### src/rtl/sbu_pkg.sv
/*
 * package for the serial bus unit slave/stop/restart block: register
 * offsets, control and status field positions, timing counts, types.
 * assumes a 50 MHz ref_clk and a plain strobe register port.
 */
package sbu_pkg;
    // ------------------------------------------------------------
    // register offsets
    // ------------------------------------------------------------
    localparam logic [3:0] OFS_CTRL_ONE = 4'h0;
    localparam logic [3:0] OFS_DATA_BUF = 4'h4;
    localparam logic [3:0] OFS_CTRL_TWO = 4'h8;
    localparam logic [3:0] OFS_STATUS = 4'hc;
    // own address sits at 0xe, one below the top slot 0xf; a 4-bit port cannot reach 0x10
    localparam logic [3:0] OFS_OWN_ADDR = 4'he;

    // ------------------------------------------------------------
    // field positions
    // ------------------------------------------------------------
    localparam int BIT_MST = 7;
    localparam int BIT_TRX = 6;
    localparam int BIT_BB = 5;
    localparam int BIT_PIN = 4;
    localparam int BIT_AL = 3;
    localparam int BIT_AAS = 2;
    localparam int BIT_ADO = 1;
    localparam int BIT_LRB = 0;
    localparam int BIT_ACK = 4;
    localparam logic [2:0] BC_RESET = 3'h0;
    localparam logic [6:0] OWN_ADDR_RESET = 7'h00;

    // ------------------------------------------------------------
    // timing
    // ------------------------------------------------------------
    localparam int CLK_MHZ = 50;
    localparam int TLOW_NS = 4700;
    localparam int TLOW_CYC = (TLOW_NS * CLK_MHZ + 999) / 1000;

    typedef struct packed {
        logic master;
        logic trx;
        logic busy;
        logic pin;
    } sbu_ctrl_t;

    typedef enum logic [2:0] {
        ST_IDLE = 3'b000,
        ST_ADDR = 3'b001,
        ST_ACK = 3'b010,
        ST_WAIT = 3'b011,
        ST_DATA = 3'b100,
        ST_STOP = 3'b101
    } sbu_state_t;
endpackage : sbu_pkg

### src/rtl/sbu_pin_sync.sv
/*
 * two-flop synchroniser for the open-drain bus lines, plus edge and
 * start/stop detection on the synchronised levels.
 * assumes scl and sda inputs are asynchronous to ref_clk.
 */
`timescale 1ns/100ps
module sbu_pin_sync (
    input wire logic ref_clk,
    input wire logic rst,
    input wire logic sclIn,
    input wire logic sdaIn,
    output logic sclLvl,
    output logic sdaLvl,
    output logic sclRise,
    output logic sclFall,
    output logic startSeen,
    output logic stopSeen
);
    logic [1:0] sclMeta_r;
    logic [1:0] sdaMeta_r;
    logic sclOld_r;
    logic sdaOld_r;

    // ------------------------------------------------------------
    // synchronise; first stage read only by the second
    // ------------------------------------------------------------
    always_ff @(posedge ref_clk) begin
        if (rst) begin
            sclMeta_r <= 2'h3;
            sdaMeta_r <= 2'h3;
            sclOld_r <= 1'b1;
            sdaOld_r <= 1'b1;
        end else begin
            sclMeta_r <= {sclMeta_r[0], sclIn};
            sdaMeta_r <= {sdaMeta_r[0], sdaIn};
            sclOld_r <= sclMeta_r[1];
            sdaOld_r <= sdaMeta_r[1];
        end
    end

    // edge and condition decode
    assign sclLvl = sclMeta_r[1];
    assign sdaLvl = sdaMeta_r[1];
    assign sclRise = sclMeta_r[1] & ~sclOld_r;
    assign sclFall = ~sclMeta_r[1] & sclOld_r;
    assign startSeen = sclMeta_r[1] & sclOld_r & sdaOld_r & ~sdaMeta_r[1];
    assign stopSeen = sclMeta_r[1] & sclOld_r & ~sdaOld_r & sdaMeta_r[1];
endmodule : sbu_pin_sync

### src/rtl/sbu_slave_stop.sv
/*
 * serial bus unit: slave side, stop generation and restart release.
 * assumes the pad turns the active-low enables into open-drain drive,
 * and software follows the documented interrupt procedures.
 */
// Added by the designer: strobed register access and the placing of the registers.
`timescale 1ns/100ps
module sbu_slave_stop #(
    parameter int TLOW_CYCLES = sbu_pkg::TLOW_CYC
) (
    input wire logic ref_clk,
    input wire logic rst,
    input wire logic [3:0] regAddr,
    input wire logic [7:0] regWdata,
    input wire logic regWr,
    input wire logic regRd,
    output logic [7:0] regRdata,
    input wire logic sclIn,
    output logic sclOut,
    output logic sclOe_n,
    input wire logic sdaIn,
    output logic sdaOut,
    output logic sdaOe_n,
    output logic eventPending
);
    sbu_pkg::sbu_ctrl_t ctrl_r;
    sbu_pkg::sbu_state_t state_r;
    logic arbLost_r, addressed_r, zeroAddr_r, lastBit_r;
    logic [2:0] bitCount_r;
    logic ackMode_r;
    logic [6:0] ownAddr_r;
    logic [7:0] shift_r, dataBuf_r;
    logic [3:0] bitIdx_r;
    logic sclHold_r, sdaLow_r;
    logic [7:0] txShift_r;
    logic selected_r;
    logic [15:0] lowCnt_r;
    logic stopPend_r;
    logic [7:0] regRdata_r;
    logic sclLvl, sdaLvl, sclRise, sclFall, startSeen, stopSeen;
    logic dataTouch, ctrlWr, releaseReq;
    logic [7:0] statusWord;

    sbu_pin_sync u_sync (
        .ref_clk(ref_clk),
        .rst(rst),
        .sclIn(sclIn),
        .sdaIn(sdaIn),
        .sclLvl(sclLvl),
        .sdaLvl(sdaLvl),
        .sclRise(sclRise),
        .sclFall(sclFall),
        .startSeen(startSeen),
        .stopSeen(stopSeen)
    );

    // ------------------------------------------------------------
    // register access decode
    // ------------------------------------------------------------
    function automatic logic hit(input logic [3:0] a, input logic [3:0] ofs);
        hit = (a == ofs);
    endfunction : hit

    assign ctrlWr = regWr && hit(regAddr, sbu_pkg::OFS_CTRL_TWO);
    assign dataTouch = (regWr || regRd) && hit(regAddr, sbu_pkg::OFS_DATA_BUF);
    assign releaseReq = dataTouch || (ctrlWr && regWdata[sbu_pkg::BIT_PIN]);
    assign statusWord = {ctrl_r.master, ctrl_r.trx, ctrl_r.busy, ctrl_r.pin,
                         arbLost_r, addressed_r, zeroAddr_r, lastBit_r};

    // read data one cycle after the strobe
    always_ff @(posedge ref_clk) begin
        if (rst) begin
            regRdata_r <= 8'h00;
        end else if (regRd) begin
            if (hit(regAddr, sbu_pkg::OFS_CTRL_ONE)) begin
                regRdata_r <= {3'h0, ackMode_r, 1'b0, bitCount_r};
            end else if (hit(regAddr, sbu_pkg::OFS_DATA_BUF)) begin
                regRdata_r <= dataBuf_r;
            end else if (hit(regAddr, sbu_pkg::OFS_STATUS)) begin
                regRdata_r <= statusWord;
            end else if (hit(regAddr, sbu_pkg::OFS_OWN_ADDR)) begin
                regRdata_r <= {ownAddr_r, 1'b0};
            end else begin
                regRdata_r <= 8'h00;
            end
        end else begin
            regRdata_r <= 8'h00;
        end
    end

    // ------------------------------------------------------------
    // software settings
    // ------------------------------------------------------------
    always_ff @(posedge ref_clk) begin
        if (rst) begin
            bitCount_r <= sbu_pkg::BC_RESET;
            ackMode_r <= 1'b0;
            ownAddr_r <= sbu_pkg::OWN_ADDR_RESET;
        end else if (regWr && hit(regAddr, sbu_pkg::OFS_CTRL_ONE)) begin
            bitCount_r <= regWdata[2:0];
            ackMode_r <= regWdata[sbu_pkg::BIT_ACK];
        end else if (regWr && hit(regAddr, sbu_pkg::OFS_OWN_ADDR)) begin
            ownAddr_r <= regWdata[7:1];
        end
    end

    // ------------------------------------------------------------
    // control flags, stop request and bus busy
    // ------------------------------------------------------------
    always_ff @(posedge ref_clk) begin
        if (rst) begin
            ctrl_r <= '{master: 1'b0, trx: 1'b0, busy: 1'b0, pin: 1'b1};
            stopPend_r <= 1'b0;
        end else begin
            if (ctrlWr) begin
                if (ctrl_r.busy && regWdata[sbu_pkg::BIT_MST] && regWdata[sbu_pkg::BIT_TRX]
                    && regWdata[sbu_pkg::BIT_PIN] && !regWdata[sbu_pkg::BIT_BB]) begin
                    stopPend_r <= 1'b1;
                end
                ctrl_r.master <= regWdata[sbu_pkg::BIT_MST];
                ctrl_r.trx <= regWdata[sbu_pkg::BIT_TRX];
            end
            if (releaseReq) begin
                ctrl_r.pin <= 1'b1;
            end
            if (state_r == sbu_pkg::ST_ACK && addressed_r && shift_r[0]) begin
                ctrl_r.trx <= 1'b1;
            end
            if (arbLost_r && ctrl_r.master && !ctrlWr) begin
                ctrl_r.master <= 1'b0;
            end
            // word done: interrupt pending, scl held
            if (state_r == sbu_pkg::ST_ACK && sclFall && selected_r) begin
                ctrl_r.pin <= 1'b0;
            end
            if (startSeen) begin
                ctrl_r.busy <= 1'b1;
            end else if (stopSeen) begin
                ctrl_r.busy <= 1'b0;
                stopPend_r <= 1'b0;
            end
        end
    end

    // ------------------------------------------------------------
    // receive state machine: address, ack, data
    // ------------------------------------------------------------
    always_ff @(posedge ref_clk) begin
        if (rst) begin
            state_r <= sbu_pkg::ST_IDLE;
            shift_r <= 8'h00;
            bitIdx_r <= 4'h0;
            addressed_r <= 1'b0;
            zeroAddr_r <= 1'b0;
            lastBit_r <= 1'b1;
            arbLost_r <= 1'b0;
            dataBuf_r <= 8'h00;
            selected_r <= 1'b0;
        end else begin
            if (regWr && hit(regAddr, sbu_pkg::OFS_DATA_BUF)) begin
                dataBuf_r <= regWdata;
            end
            if (startSeen) begin
                state_r <= sbu_pkg::ST_ADDR;
                bitIdx_r <= 4'h0;
                addressed_r <= 1'b0;
                zeroAddr_r <= 1'b0;
                selected_r <= 1'b0;
            end else if (stopSeen) begin
                state_r <= sbu_pkg::ST_IDLE;
                arbLost_r <= 1'b0;
                selected_r <= 1'b0;
            end else begin
                case (state_r)
                    sbu_pkg::ST_ADDR, sbu_pkg::ST_DATA: begin
                        if (sclRise) begin
                            shift_r <= {shift_r[6:0], sdaLvl};
                            bitIdx_r <= bitIdx_r + 4'h1;
                            // lost when driving high but line low
                            if (ctrl_r.master && ctrl_r.trx && !sdaLvl && shift_r[7]) begin
                                arbLost_r <= 1'b1;
                            end
                        end
                        if (sclFall && bitIdx_r == 4'h8) begin
                            state_r <= sbu_pkg::ST_ACK;
                            if (state_r == sbu_pkg::ST_ADDR) begin
                                addressed_r <= (shift_r[7:1] == ownAddr_r);
                                zeroAddr_r <= (shift_r == 8'h00);
                                // stays set for every word of this transaction
                                selected_r <= (shift_r[7:1] == ownAddr_r) || (shift_r == 8'h00);
                            end else begin
                                dataBuf_r <= shift_r;
                                addressed_r <= 1'b0;
                            end
                        end
                    end
                    sbu_pkg::ST_ACK: begin
                        if (sclRise) begin
                            lastBit_r <= sdaLvl;
                        end
                        if (sclFall) begin
                            state_r <= sbu_pkg::ST_WAIT;
                        end
                    end
                    sbu_pkg::ST_WAIT: begin
                        if (ctrl_r.pin && !sclHold_r) begin
                            state_r <= sbu_pkg::ST_DATA;
                            bitIdx_r <= 4'h0;
                        end
                    end
                    default: begin
                        state_r <= state_r;
                    end
                endcase
            end
        end
    end

    // ------------------------------------------------------------
    // scl hold with low-period release timer
    // ------------------------------------------------------------
    always_ff @(posedge ref_clk) begin
        if (rst) begin
            sclHold_r <= 1'b0;
            lowCnt_r <= 16'h0000;
        end else if (!ctrl_r.master && !ctrl_r.pin) begin
            sclHold_r <= 1'b1;
            lowCnt_r <= 16'(TLOW_CYCLES);
        end else if (sclHold_r) begin
            if (lowCnt_r <= 16'h0001) begin
                sclHold_r <= 1'b0;
            end
            lowCnt_r <= lowCnt_r - 16'h0001;
        end
    end

    // ------------------------------------------------------------
    // sda drive: ack, stop and restart release
    // ------------------------------------------------------------
    always_ff @(posedge ref_clk) begin
        if (rst) begin
            sdaLow_r <= 1'b0;
            txShift_r <= 8'h00;
        end else if (stopPend_r) begin
            // wait for scl, then sda high
            sdaLow_r <= !sclLvl;
        end else if (!ctrl_r.master && !ctrl_r.trx && ctrl_r.pin && !ctrl_r.busy) begin
            sdaLow_r <= 1'b0;
        end else if (state_r == sbu_pkg::ST_WAIT && ctrl_r.trx && !ctrl_r.master
                     && ctrl_r.pin) begin
            // first bit set up while scl still held
            txShift_r <= dataBuf_r;
            sdaLow_r <= !dataBuf_r[7];
        end else if (state_r == sbu_pkg::ST_DATA && ctrl_r.trx && !ctrl_r.master) begin
            // shift out on scl low, free sda for master ack
            if (sclFall) begin
                if (bitIdx_r == 4'h8) begin
                    sdaLow_r <= 1'b0;
                end else begin
                    txShift_r <= {txShift_r[6:0], 1'b0};
                    sdaLow_r <= !txShift_r[6];
                end
            end
        end else if (state_r == sbu_pkg::ST_ACK && !ctrl_r.trx && !sclFall
                     && (addressed_r || zeroAddr_r || ackMode_r)) begin
            sdaLow_r <= 1'b1;
        end else if (sclFall) begin
            sdaLow_r <= 1'b0;
        end
    end

    // outputs from flops, inverted where active low; pad data tied low
    assign regRdata = regRdata_r;
    assign sclOut = 1'b0;
    assign sclOe_n = ~sclHold_r;
    assign sdaOut = 1'b0;
    assign sdaOe_n = ~sdaLow_r;
    assign eventPending = ~ctrl_r.pin;
endmodule : sbu_slave_stop

### config.mk
export PLATFORM = sky130hd
export DESIGN_NAME = sbu_slave_stop
export DESIGN_NICKNAME = d
export VERILOG_FILES = /design/src/rtl/sbu_pkg.sv /design/src/rtl/sbu_pin_sync.sv /design/src/rtl/sbu_slave_stop.sv
export SDC_FILE = /design/constraint.sdc
export NUM_CORES = 1
export LEC_CHECK = 0
export BUFFER_PORTS_ARGS = -buffer_cell sky130_fd_sc_hd__clkbuf_2
export CAP_MARGIN = 5
export CORE_MARGIN = 1.5
export CORE_UTILIZATION = 45
export DETAILED_ROUTE_END_ITERATION = 10
export GPL_TIMING_DRIVEN = 0
export HOLD_SLACK_MARGIN = 0.02
export PLACE_DENSITY = 0.69
export SLEW_MARGIN = 20
export SYNTH_ARGS = -nofsm -noshare
export SYNTH_HDL_FRONTEND = slang
export SYNTH_SLANG_ARGS = --single-unit
### constraint.sdc
create_clock -name ref_clk -period 1.9 [get_ports ref_clk]
set_clock_uncertainty 0.1 [all_clocks]
set_input_delay 0.19 -clock ref_clk [delete_from_list [all_inputs] [get_ports ref_clk]]
set_output_delay 0.19 -clock ref_clk [all_outputs]
set_load 0.02 [all_outputs]
# Word-level counts from Yosys, hierarchy flattened
# Cells that the tools add are included.
# W data, S select, Z words.
# totals
elab_cells,206
out_inout_bits,13
in_bits,18
register_bits,83
# classes
add_sub_neg,2
muxes,51
order_cmp,1
reduce_logical,84
n_bitwise,20
eq_ne,19
# ops
op,count
$mux W8,11
$logic_and A1 B1 Y1,33
$mux W1,28
$mux W7,4
$reduce_and A4 Y1,7
$reduce_bool A2 Y1,10
$eq A4 B4 Y1 const B,4
$le A16 B1 Y1 const B,1
$sub A16 B1 Y16 const B,1
$not A1 Y1,13
$logic_not A1 Y1,12
$ne A4 B4 Y1 const B,3
$ne A2 B2 Y1 const B,5
$reduce_bool A5 Y1,2
$reduce_or A2 Y1,5
$mux W3,3
$pmux W3 S3,1
$logic_not A8 Y1,1
$mux W4,2
$pmux W4 S2,1
$and A1 B1 Y1,7
$eq A7 B7 Y1,1
$eq A3 B2 Y1 const B,2
$reduce_and A3 Y1,2
12 further kinds,18

# Logic depth before layout (Yosys ltp)
# Gate-level depths: netlist of run 1.
# depth
word_depth,10
mapped_depth,8
depth_no_buf,6

# By module
# Synthesis of run 1 repeated with hierarchy kept, for this count alone.
# unflattened
hier_cells,461
hier_area_um2,3961.3
# modules_own_cells
module,area_per_inst_um2,n_inst,cells_per_inst
sbu_slave_stop,3771.1,1,445
sbu_pin_sync,190.2,1,16

# Least setup slack after synthesis of run 1
# OpenSTA, ideal clock, no wires.
# synth_timing
path_kind,register to register
start,register sclHold_r
end,register lowCnt_r[15]
stages_incl_launch_ff,7
synth_period_minus_slack_ps,1953
t_required_ps,1729
arrival_ps,1782
setup_slack_ps,-53
path_buffers,2
path_cell_list,dfxtp_1 > buf_4 > or4b_1 > buf_2 > or3_4 > or3_1 > a21oi_1
# synth_rtl
element,line,rtl
start: declaration,sbu_slave_stop.sv:34,"logic sclHold_r, sdaLow_r;"
start signal: assignment,sbu_slave_stop.sv:224,sclHold_r <= 1'b0;
start signal: assignment,sbu_slave_stop.sv:227,sclHold_r <= 1'b1;
start signal: assignment,sbu_slave_stop.sv:231,sclHold_r <= 1'b0;
end signal: assignment,sbu_slave_stop.sv:228,lowCnt_r <= 16'(TLOW_CYCLES);
end signal: assignment,sbu_slave_stop.sv:233,lowCnt_r <= lowCnt_r - 16'h0001;
end: declaration,sbu_slave_stop.sv:37,logic [15:0] lowCnt_r;

# Worst setup path after layout of run 1
# layout_timing
start,register lowCnt_r[1]
end,register lowCnt_r[13]
# layout_via
elab_chain_cells,1
# layout_rtl
element,line
$sub A16 B1 Y16,sbu_slave_stop.sv:233
# No other way between the ends.
# A chain may end at the register's enable or synchronous reset.

==> run metrics, run 1 <==
maxcap violations=0; Worst Max-Slew Pin Slew=0.9121 ns; R2R Setup Slk=0.01 ns; combinational share of power=6.7%; post-layout min period=1.887 ns; fill count=797; Nets=551; CP Class=reg2reg; CP arrival=2.09 ns; Final GP Congestion=0.8722; Peak VDD IR=0.0003592 V; DRT Pass-1 Iters=5; ranking of synthesized cells by area=dfxtp_1 (41%), mux2i_1 (6.4%), nor2_1 (4.5%); wire per inst=16.24 um; status=finished, final reports clean; most common cell in the netlist=dfxtp_1; area delta synth->final=19.00%; xor/xnor share of the synthesized area=4.550%; CP cell instances=or4b_4, or3_4, or3_4, a21oi_2; post-synthesis mux area share=8.109%; Hold Crit Depth=3; Yosys reg bits=83; initial core utilization=46.36%; Pint=2.349 mW; Pleak=1.948 nW; Final setup viols=0; RSZ-0062 raised after global routing=yes; gr ovfl total=0; share of cells above drive strength 1=21.16%; Syn Inst Count=473; Post-Synth Simple-Gate Area=25.13%; complex-gate fraction of the synthesized area=14.98%; sw power=812.0 uW; Final Non-Filler Cells=642; worst-case clock buffer depth=2; Cells after DPL=607; Core Box Area=8721 um^2; number of global-route vias before repair=3360; worst r2r src=lowCnt_r[1]$_SDFFE_PP0P_; CTS Buf Count=9; Syn Area/Cell=8.547 um^2; CP Depth=4; setup TNS=0 ns; Critical Path Slowest Stage Cell=or4b_4; worst hold path class=in2reg; IO buf count=25; cell taking the most area after synthesis=dfxtp_1; Worst Path Max Fanout=4; Sequential Area=1670 um^2; Post-Syn Area=4043 um^2; Final Core Density=55.17%; count of pins over their slew limit=0; Fmax=530.1 MHz; post-synth cell types=61; CP dominant cell by count=or3_4; CTS sink cnt=83; DR vias=3651; first-pass GRT wire length=17.02 mm; power density cells=657.0 nW/um^2; total power after layout=3.161 mW; DR DRC count=0; hold_sp=regWdata[7]; final hold vios=0; top cells by count, synth=dfxtp_1 (83), nor2_1 (48), a21oi_1 (35), nand2_1 (27), mux2i_1 (26); required time of the critical path=2.10 ns; die area=9561 um^2; post-DR vias/cell=5.687; Post-DP HPWL=7.334 mm; CTS tree=built; DRT iter0 DRCs=233; largest net degree at the start of global routing=15; post-route cell area=4811 um^2; worst r2r dst=lowCnt_r[13]$_SDFFE_PP0P_; Sw Ratio=25.69%; initial antenna violation count=0; Yosys warning count=0; fraction of registers with async set or reset after synthesis=0%; GRT Total Usage=21.96%; WL final=10.43 mm; Post-synth EDFFs=0; CTS H-tree depth=3; clock share of power=37.3%; DP Area=4328 um^2; Chip Width=97.78 um; Final Cycle Share=99.29%; area share of the largest cell type after synthesis=41.10%; worst hold endpoint=ctrl_r[3]$_SDFFE_PP0N_; antenna cells=0; Worst R2R Path Depth=4; CP bufs+invs=0; max_slew headroom=38.63%; ys flop type=dfxtp_1; I/O pins=31; part of the Yosys area used for sequential elements=41.10%; Worst setup SP type=flip-flop; clock root buffer master=clkbuf_8; max incr delay on CP=0.54 ns; row count=34; footprint of the multi-input gates=2321 um^2; crit end category=flip-flop; die height=97.78 um; share of power burned in registers=56.0%; CP delay by family, top=simple AND/OR/NAND/NOR gates; adder-cell share of the synthesized area=1.238%; clock latency on the worst-skew pair=0.36 ns; Routed Antenna Nets=0; largest family of logic cells by synthesized area=simple AND/OR/NAND/NOR gates; register clock-pin slew on the reported worst setup and hold paths=0.09 ns
-- state kept, by name, summed over array words and instances (netlist names), 2 cells and up --
register          cells
state_r               3
regRdata              8
shift_r               8
bitCount_r            3
u_sync.sclMeta_r      2
txShift_r             7
u_sync.sdaMeta_r      2
bitIdx_r              4
dataBuf_r             8
lowCnt_r             16
ctrl_r                4
ownAddr_r             7
-- metrics by stage --
| stage | setup WS, ns | hold slack (ns) |
|---|---|---|
| 3_5_place_dp | -0.4345 | 0.2792 |
| 4_1_cts | 0.003222 | 0.02081 |
| 2_1_floorplan | -0.006953 | 0.1938 |
| 5_1_grt | -0.07234 | 0.04308 |
| 6_report | 0.01348 | 0.03778 |
| 3_3_place_gp | -0.4344 | 0.2770 |
-- layout make-up --
class	instances	share of cell area (%)
well taps	108	2.809
clock inverters	5	0.7542
flip-flops and latches	83	34.72
repair buffers	48	6.502
plain buffers	28	2.861
inverters	15	1.170
multi-input cells	344	48.24
clock buffers	11	2.939
-- worst max path at each step --
| stage | slack (ns) | start | end |
|---|---|---|---|
| 2_1_floorplan | -0.007 | sclHold_r$_SDFF_PP0_ | lowCnt_r[13]$_SDFFE_PP0P_ |
| 5_1_grt | -0.07 | u_sync.sclOld_r$_SDFF_PP1_ | state_r[2]$_SDFFE_PP0P_ |
| 3_3_place_gp | -0.43 | u_sync.sclOld_r$_SDFF_PP1_ | state_r[2]$_SDFFE_PP0P_ |
| 4_1_cts | 0.003 | state_r[0]$_SDFFE_PP0P_ | txShift_r[4]$_SDFFE_PP0P_ |
| 3_5_place_dp | -0.43 | u_sync.sclOld_r$_SDFF_PP1_ | state_r[2]$_SDFFE_PP0P_ |
| 6_report | 0.01 | lowCnt_r[1]$_SDFFE_PP0P_ | lowCnt_r[13]$_SDFFE_PP0P_ |
-- cells by family (layout without fill, tap and decap cells) --
logic type	count (synthesis)	in the layout
multiplexers	32	32
other	1	2
AO/OA/AOI/OAI	97	97
buffers and inverters	47	107
XOR/XNOR	21	21
flip-flops	83	83
adder cells (fa/ha/maj)	4	4
AND/OR/NAND/NOR	188	188
-- layer usage --
layer  vias up  part of all wire, %  wire (um)  global-route usage (%)
li1       1782                    -          -                       -
met1      1737                   48       5024                   31.73
met2       113                   44       4622                   33.07
met3        19                  5.7        592                   4.009
met4         0                  1.8        187                   7.473
met5         -                    0          0                       0
-- power by group through the flow --
stage | Sequential (mW) | Clock (mW) | Combinational (mW)
2_1_floorplan | 1.81 | 0 | 0.125
3_3_place_gp | 1.81 | 0 | 0.191
3_5_place_dp | 1.81 | 0 | 0.193
4_1_cts | 1.77 | 1.20 | 0.205
5_1_grt | 1.77 | 1.27 | 0.233
6_report | 1.77 | 1.18 | 0.213
-- timing repair --
| action | CTS | global route |
|---|---|---|
| pin swaps | 5 | 3 |
| setup endpoints to repair | 28 | 36 |
| setup buffers | 8 | 9 |
| gates resized for setup | 14 | 24 |
| endpoints found under the hold margin | 7 | 0 |
| hold buffers | 6 | 0 |
-- worst register-to-register path, stage by stage (launching register included) --
cell and delay [ns]:
dfxtp_1 0.34, or4b_4 0.54, or3_4 0.40, or3_4 0.34
a21oi_2 0.11
-- cells in the final DEF, fill, tap and decap left out, types with 17 or more instances in the layout --
cell,Yosys,final
clkbuf_2,0,29
o21ai_0,19,19
nor2_1,48,47
mux2i_1,26,26
dfxtp_1,83,76
nand2_1,27,27
a21oi_1,35,33
buf_4,3,21
nand3_1,21,21
nor2b_1,18,17
clkbuf_1,23,17
(Power assumes the default switching activity.)
==> inputs of run 2 (changes only) <==
--- a/config.mk
+++ b/config.mk
@@ -7,3 +7,2 @@
 export LEC_CHECK = 0
-export BUFFER_PORTS_ARGS = -buffer_cell sky130_fd_sc_hd__clkbuf_2
 export CAP_MARGIN = 5
@@ -12,5 +11,6 @@
 export DETAILED_ROUTE_END_ITERATION = 10
+export DONT_BUFFER_PORTS = 1
 export GPL_TIMING_DRIVEN = 0
 export HOLD_SLACK_MARGIN = 0.02
-export PLACE_DENSITY = 0.69
+export PLACE_DENSITY = 0.66
 export SLEW_MARGIN = 20
--- a/constraint.sdc
+++ b/constraint.sdc
@@ -4,2 +4,2 @@
 set_output_delay 0.19 -clock ref_clk [all_outputs]
-set_load 0.02 [all_outputs]
+set_load 0.005 [all_outputs]
==> run metrics, run 2 (synthesis results as in run 1) <==
status=finished, final reports clean; CP arrival=2.05 ns; CP bufs+invs=1; largest net degree at the start of global routing=16; commonest non-fill, non-tap cell in the layout=dfxtp_1; Worst setup SP type=flip-flop; Post-DP HPWL=7.382 mm; Final GP Congestion=0.9008; Core Box Area=8721 um^2; area delta synth->final=16.28%; power density cells=674.3 nW/um^2; DRT Pass-1 Iters=4; CTS sink cnt=83; die height=97.78 um; DRT iter0 DRCs=223; CTS tree=built; clock latency on the worst-skew pair=0.37 ns; DP Worst Slack=-0.4870 ns; post-layout min period=1.896 ns; CTS Buf Count=9; max incr delay on CP=0.41 ns; count of pins over their slew limit=0; Routed Antenna Nets=0; maxcap violations=0; register clock-pin slew on the reported worst setup and hold paths=0.08 ns; Worst Max-Slew Pin Slew=0.7360 ns; DR DRC count=0; Sequential Area=1670 um^2; share of cells above drive strength 1=15.72%; crit end category=flip-flop; number of flip-flops under the largest register name=16; I/O pins=31; initial core utilization=46.36%; GRT Total Usage=22.01%; WL final=10.24 mm; fill count=810; gr ovfl total=0; max_slew headroom=50.53%; DR vias=3514; Final setup viols=0; worst-case clock buffer depth=2; CP cell instances=buf_4, or3b_1, nor4_4, o21a_1, mux2_2; setup TNS=0 ns; Peak VDD IR=0.0003063 V; worst hold path class=in2reg; CP Class=reg2reg; CP delay by family, top=simple AND/OR/NAND/NOR gates; Chip Width=97.78 um; Critical Path Slowest Stage Cell=or3b_1; Fmax=527.4 MHz; initial antenna violation count=0; wire per inst=16.60 um; row count=34; required time of the critical path=2.05 ns; clock root buffer master=clkbuf_8; first-pass GRT wire length=16.90 mm; Pleak=1.843 nW; Final WS setup=0.003767 ns; IO buf count=0; Final Core Density=53.90%; most flop-heavy register=lowCnt_r; Worst Path Max Fanout=10; die area=9561 um^2; number of global-route vias before repair=3312; Nets=526; RSZ-0062 raised after global routing=yes; final hold vios=0; post-DR vias/cell=5.695; CTS H-tree depth=3; antenna cells=0; most frequent cells in the layout=dfxtp_1 (78), nor2_1 (47), a21oi_1 (33); footprint of the multi-input gates=2306 um^2; Final Cycle Share=99.80%
-- run 2: changes by cell type in the layout (fill, tap and decap cells not counted), sizes merged --
cell         change
buf              -8
clkbuf          -27
clkinv           +4
clkinvlp         -3
dlygate4sd3      +9
-- run 2: metrics by stage --
| step | total power [mW] | hold slack [ns] | instance area [um^2] | cells |
|---|---|---|---|---|
| floorplan | 1.925 | 0.1938 | 4068 | 474 |
| global route | 3.282 | 0.04728 | 4701 | 617 |
| global placement | 1.963 | 0.1956 | 4203 | 582 |
| finish | 3.170 | 0.03475 | 4701 | 617 |
| detailed placement | 1.966 | 0.1958 | 4203 | 582 |
| CTS | 3.188 | 0.03299 | 4594 | 614 |
-- run 2: worst register-to-register path, cell delays in order, from the launching register on --
cell and delay (ns):
dfxtp_1 0.32, buf_4 0.16, or3b_1 0.42, nor4_4 0.27
o21a_1 0.19, mux2_2 0.33
-- run 2: area by class of cell --
cell class | instances | area share, %
Buffer | 28 | 2.901
Clock buffer | 10 | 2.928
Clock inverter | 6 | 1.038
Inverter | 15 | 1.198
Multi-Input combinational cell | 344 | 49.06
Sequential cell | 83 | 35.53
Tap cell | 108 | 2.875
Timing Repair Buffer | 23 | 4.472
-- run 2: metal layers --
| layer | routed length, um | vias up | GRT usage [%] | part of all wire [%] |
|---|---|---|---|---|
| met5 | 0 | - | 0 | 0 |
| met4 | 174 | 0 | 5.934 | 1.7 |
| met3 | 604 | 11 | 4.366 | 5.9 |
| met2 | 4544 | 88 | 33.87 | 44 |
| met1 | 4920 | 1677 | 31.61 | 48 |
| li1 | - | 1738 | - | - |
-- run 2: path summary, 6_finish.rpt --
kind                            slack (ns)                             end                           start  depth (start not counted)
worst max-delay path                 0.004       txShift_r[6]$_SDFFE_PP0P_         state_r[2]$_SDFFE_PP0P_                          5
worst min-delay path                  0.03          regRdata[0]$_SDFF_PP0_                      regAddr[2]                          3
worst max register to register       0.004       txShift_r[6]$_SDFFE_PP0P_         state_r[2]$_SDFFE_PP0P_                          5
worst min register to register        0.32  u_sync.sclMeta_r[1]$_SDFF_PP1_  u_sync.sclMeta_r[0]$_SDFF_PP1_                          1
-- run 2: timing repair --
item,in CTS,in global routing
resized for setup,16,20
buffers inserted,4,4
hold buffers,15,0
endpoints found under the setup margin,29,33
endpoints found under the hold margin,33,0
pin swaps,4,4
-- run 2: power by group --
group          leakage [nW]  switching (mW)  internal, mW  total, mW
clock network        0.0968           0.683         0.522       1.20
registers             0.672          0.0148          1.75       1.77
logic                  1.07           0.119        0.0782      0.197
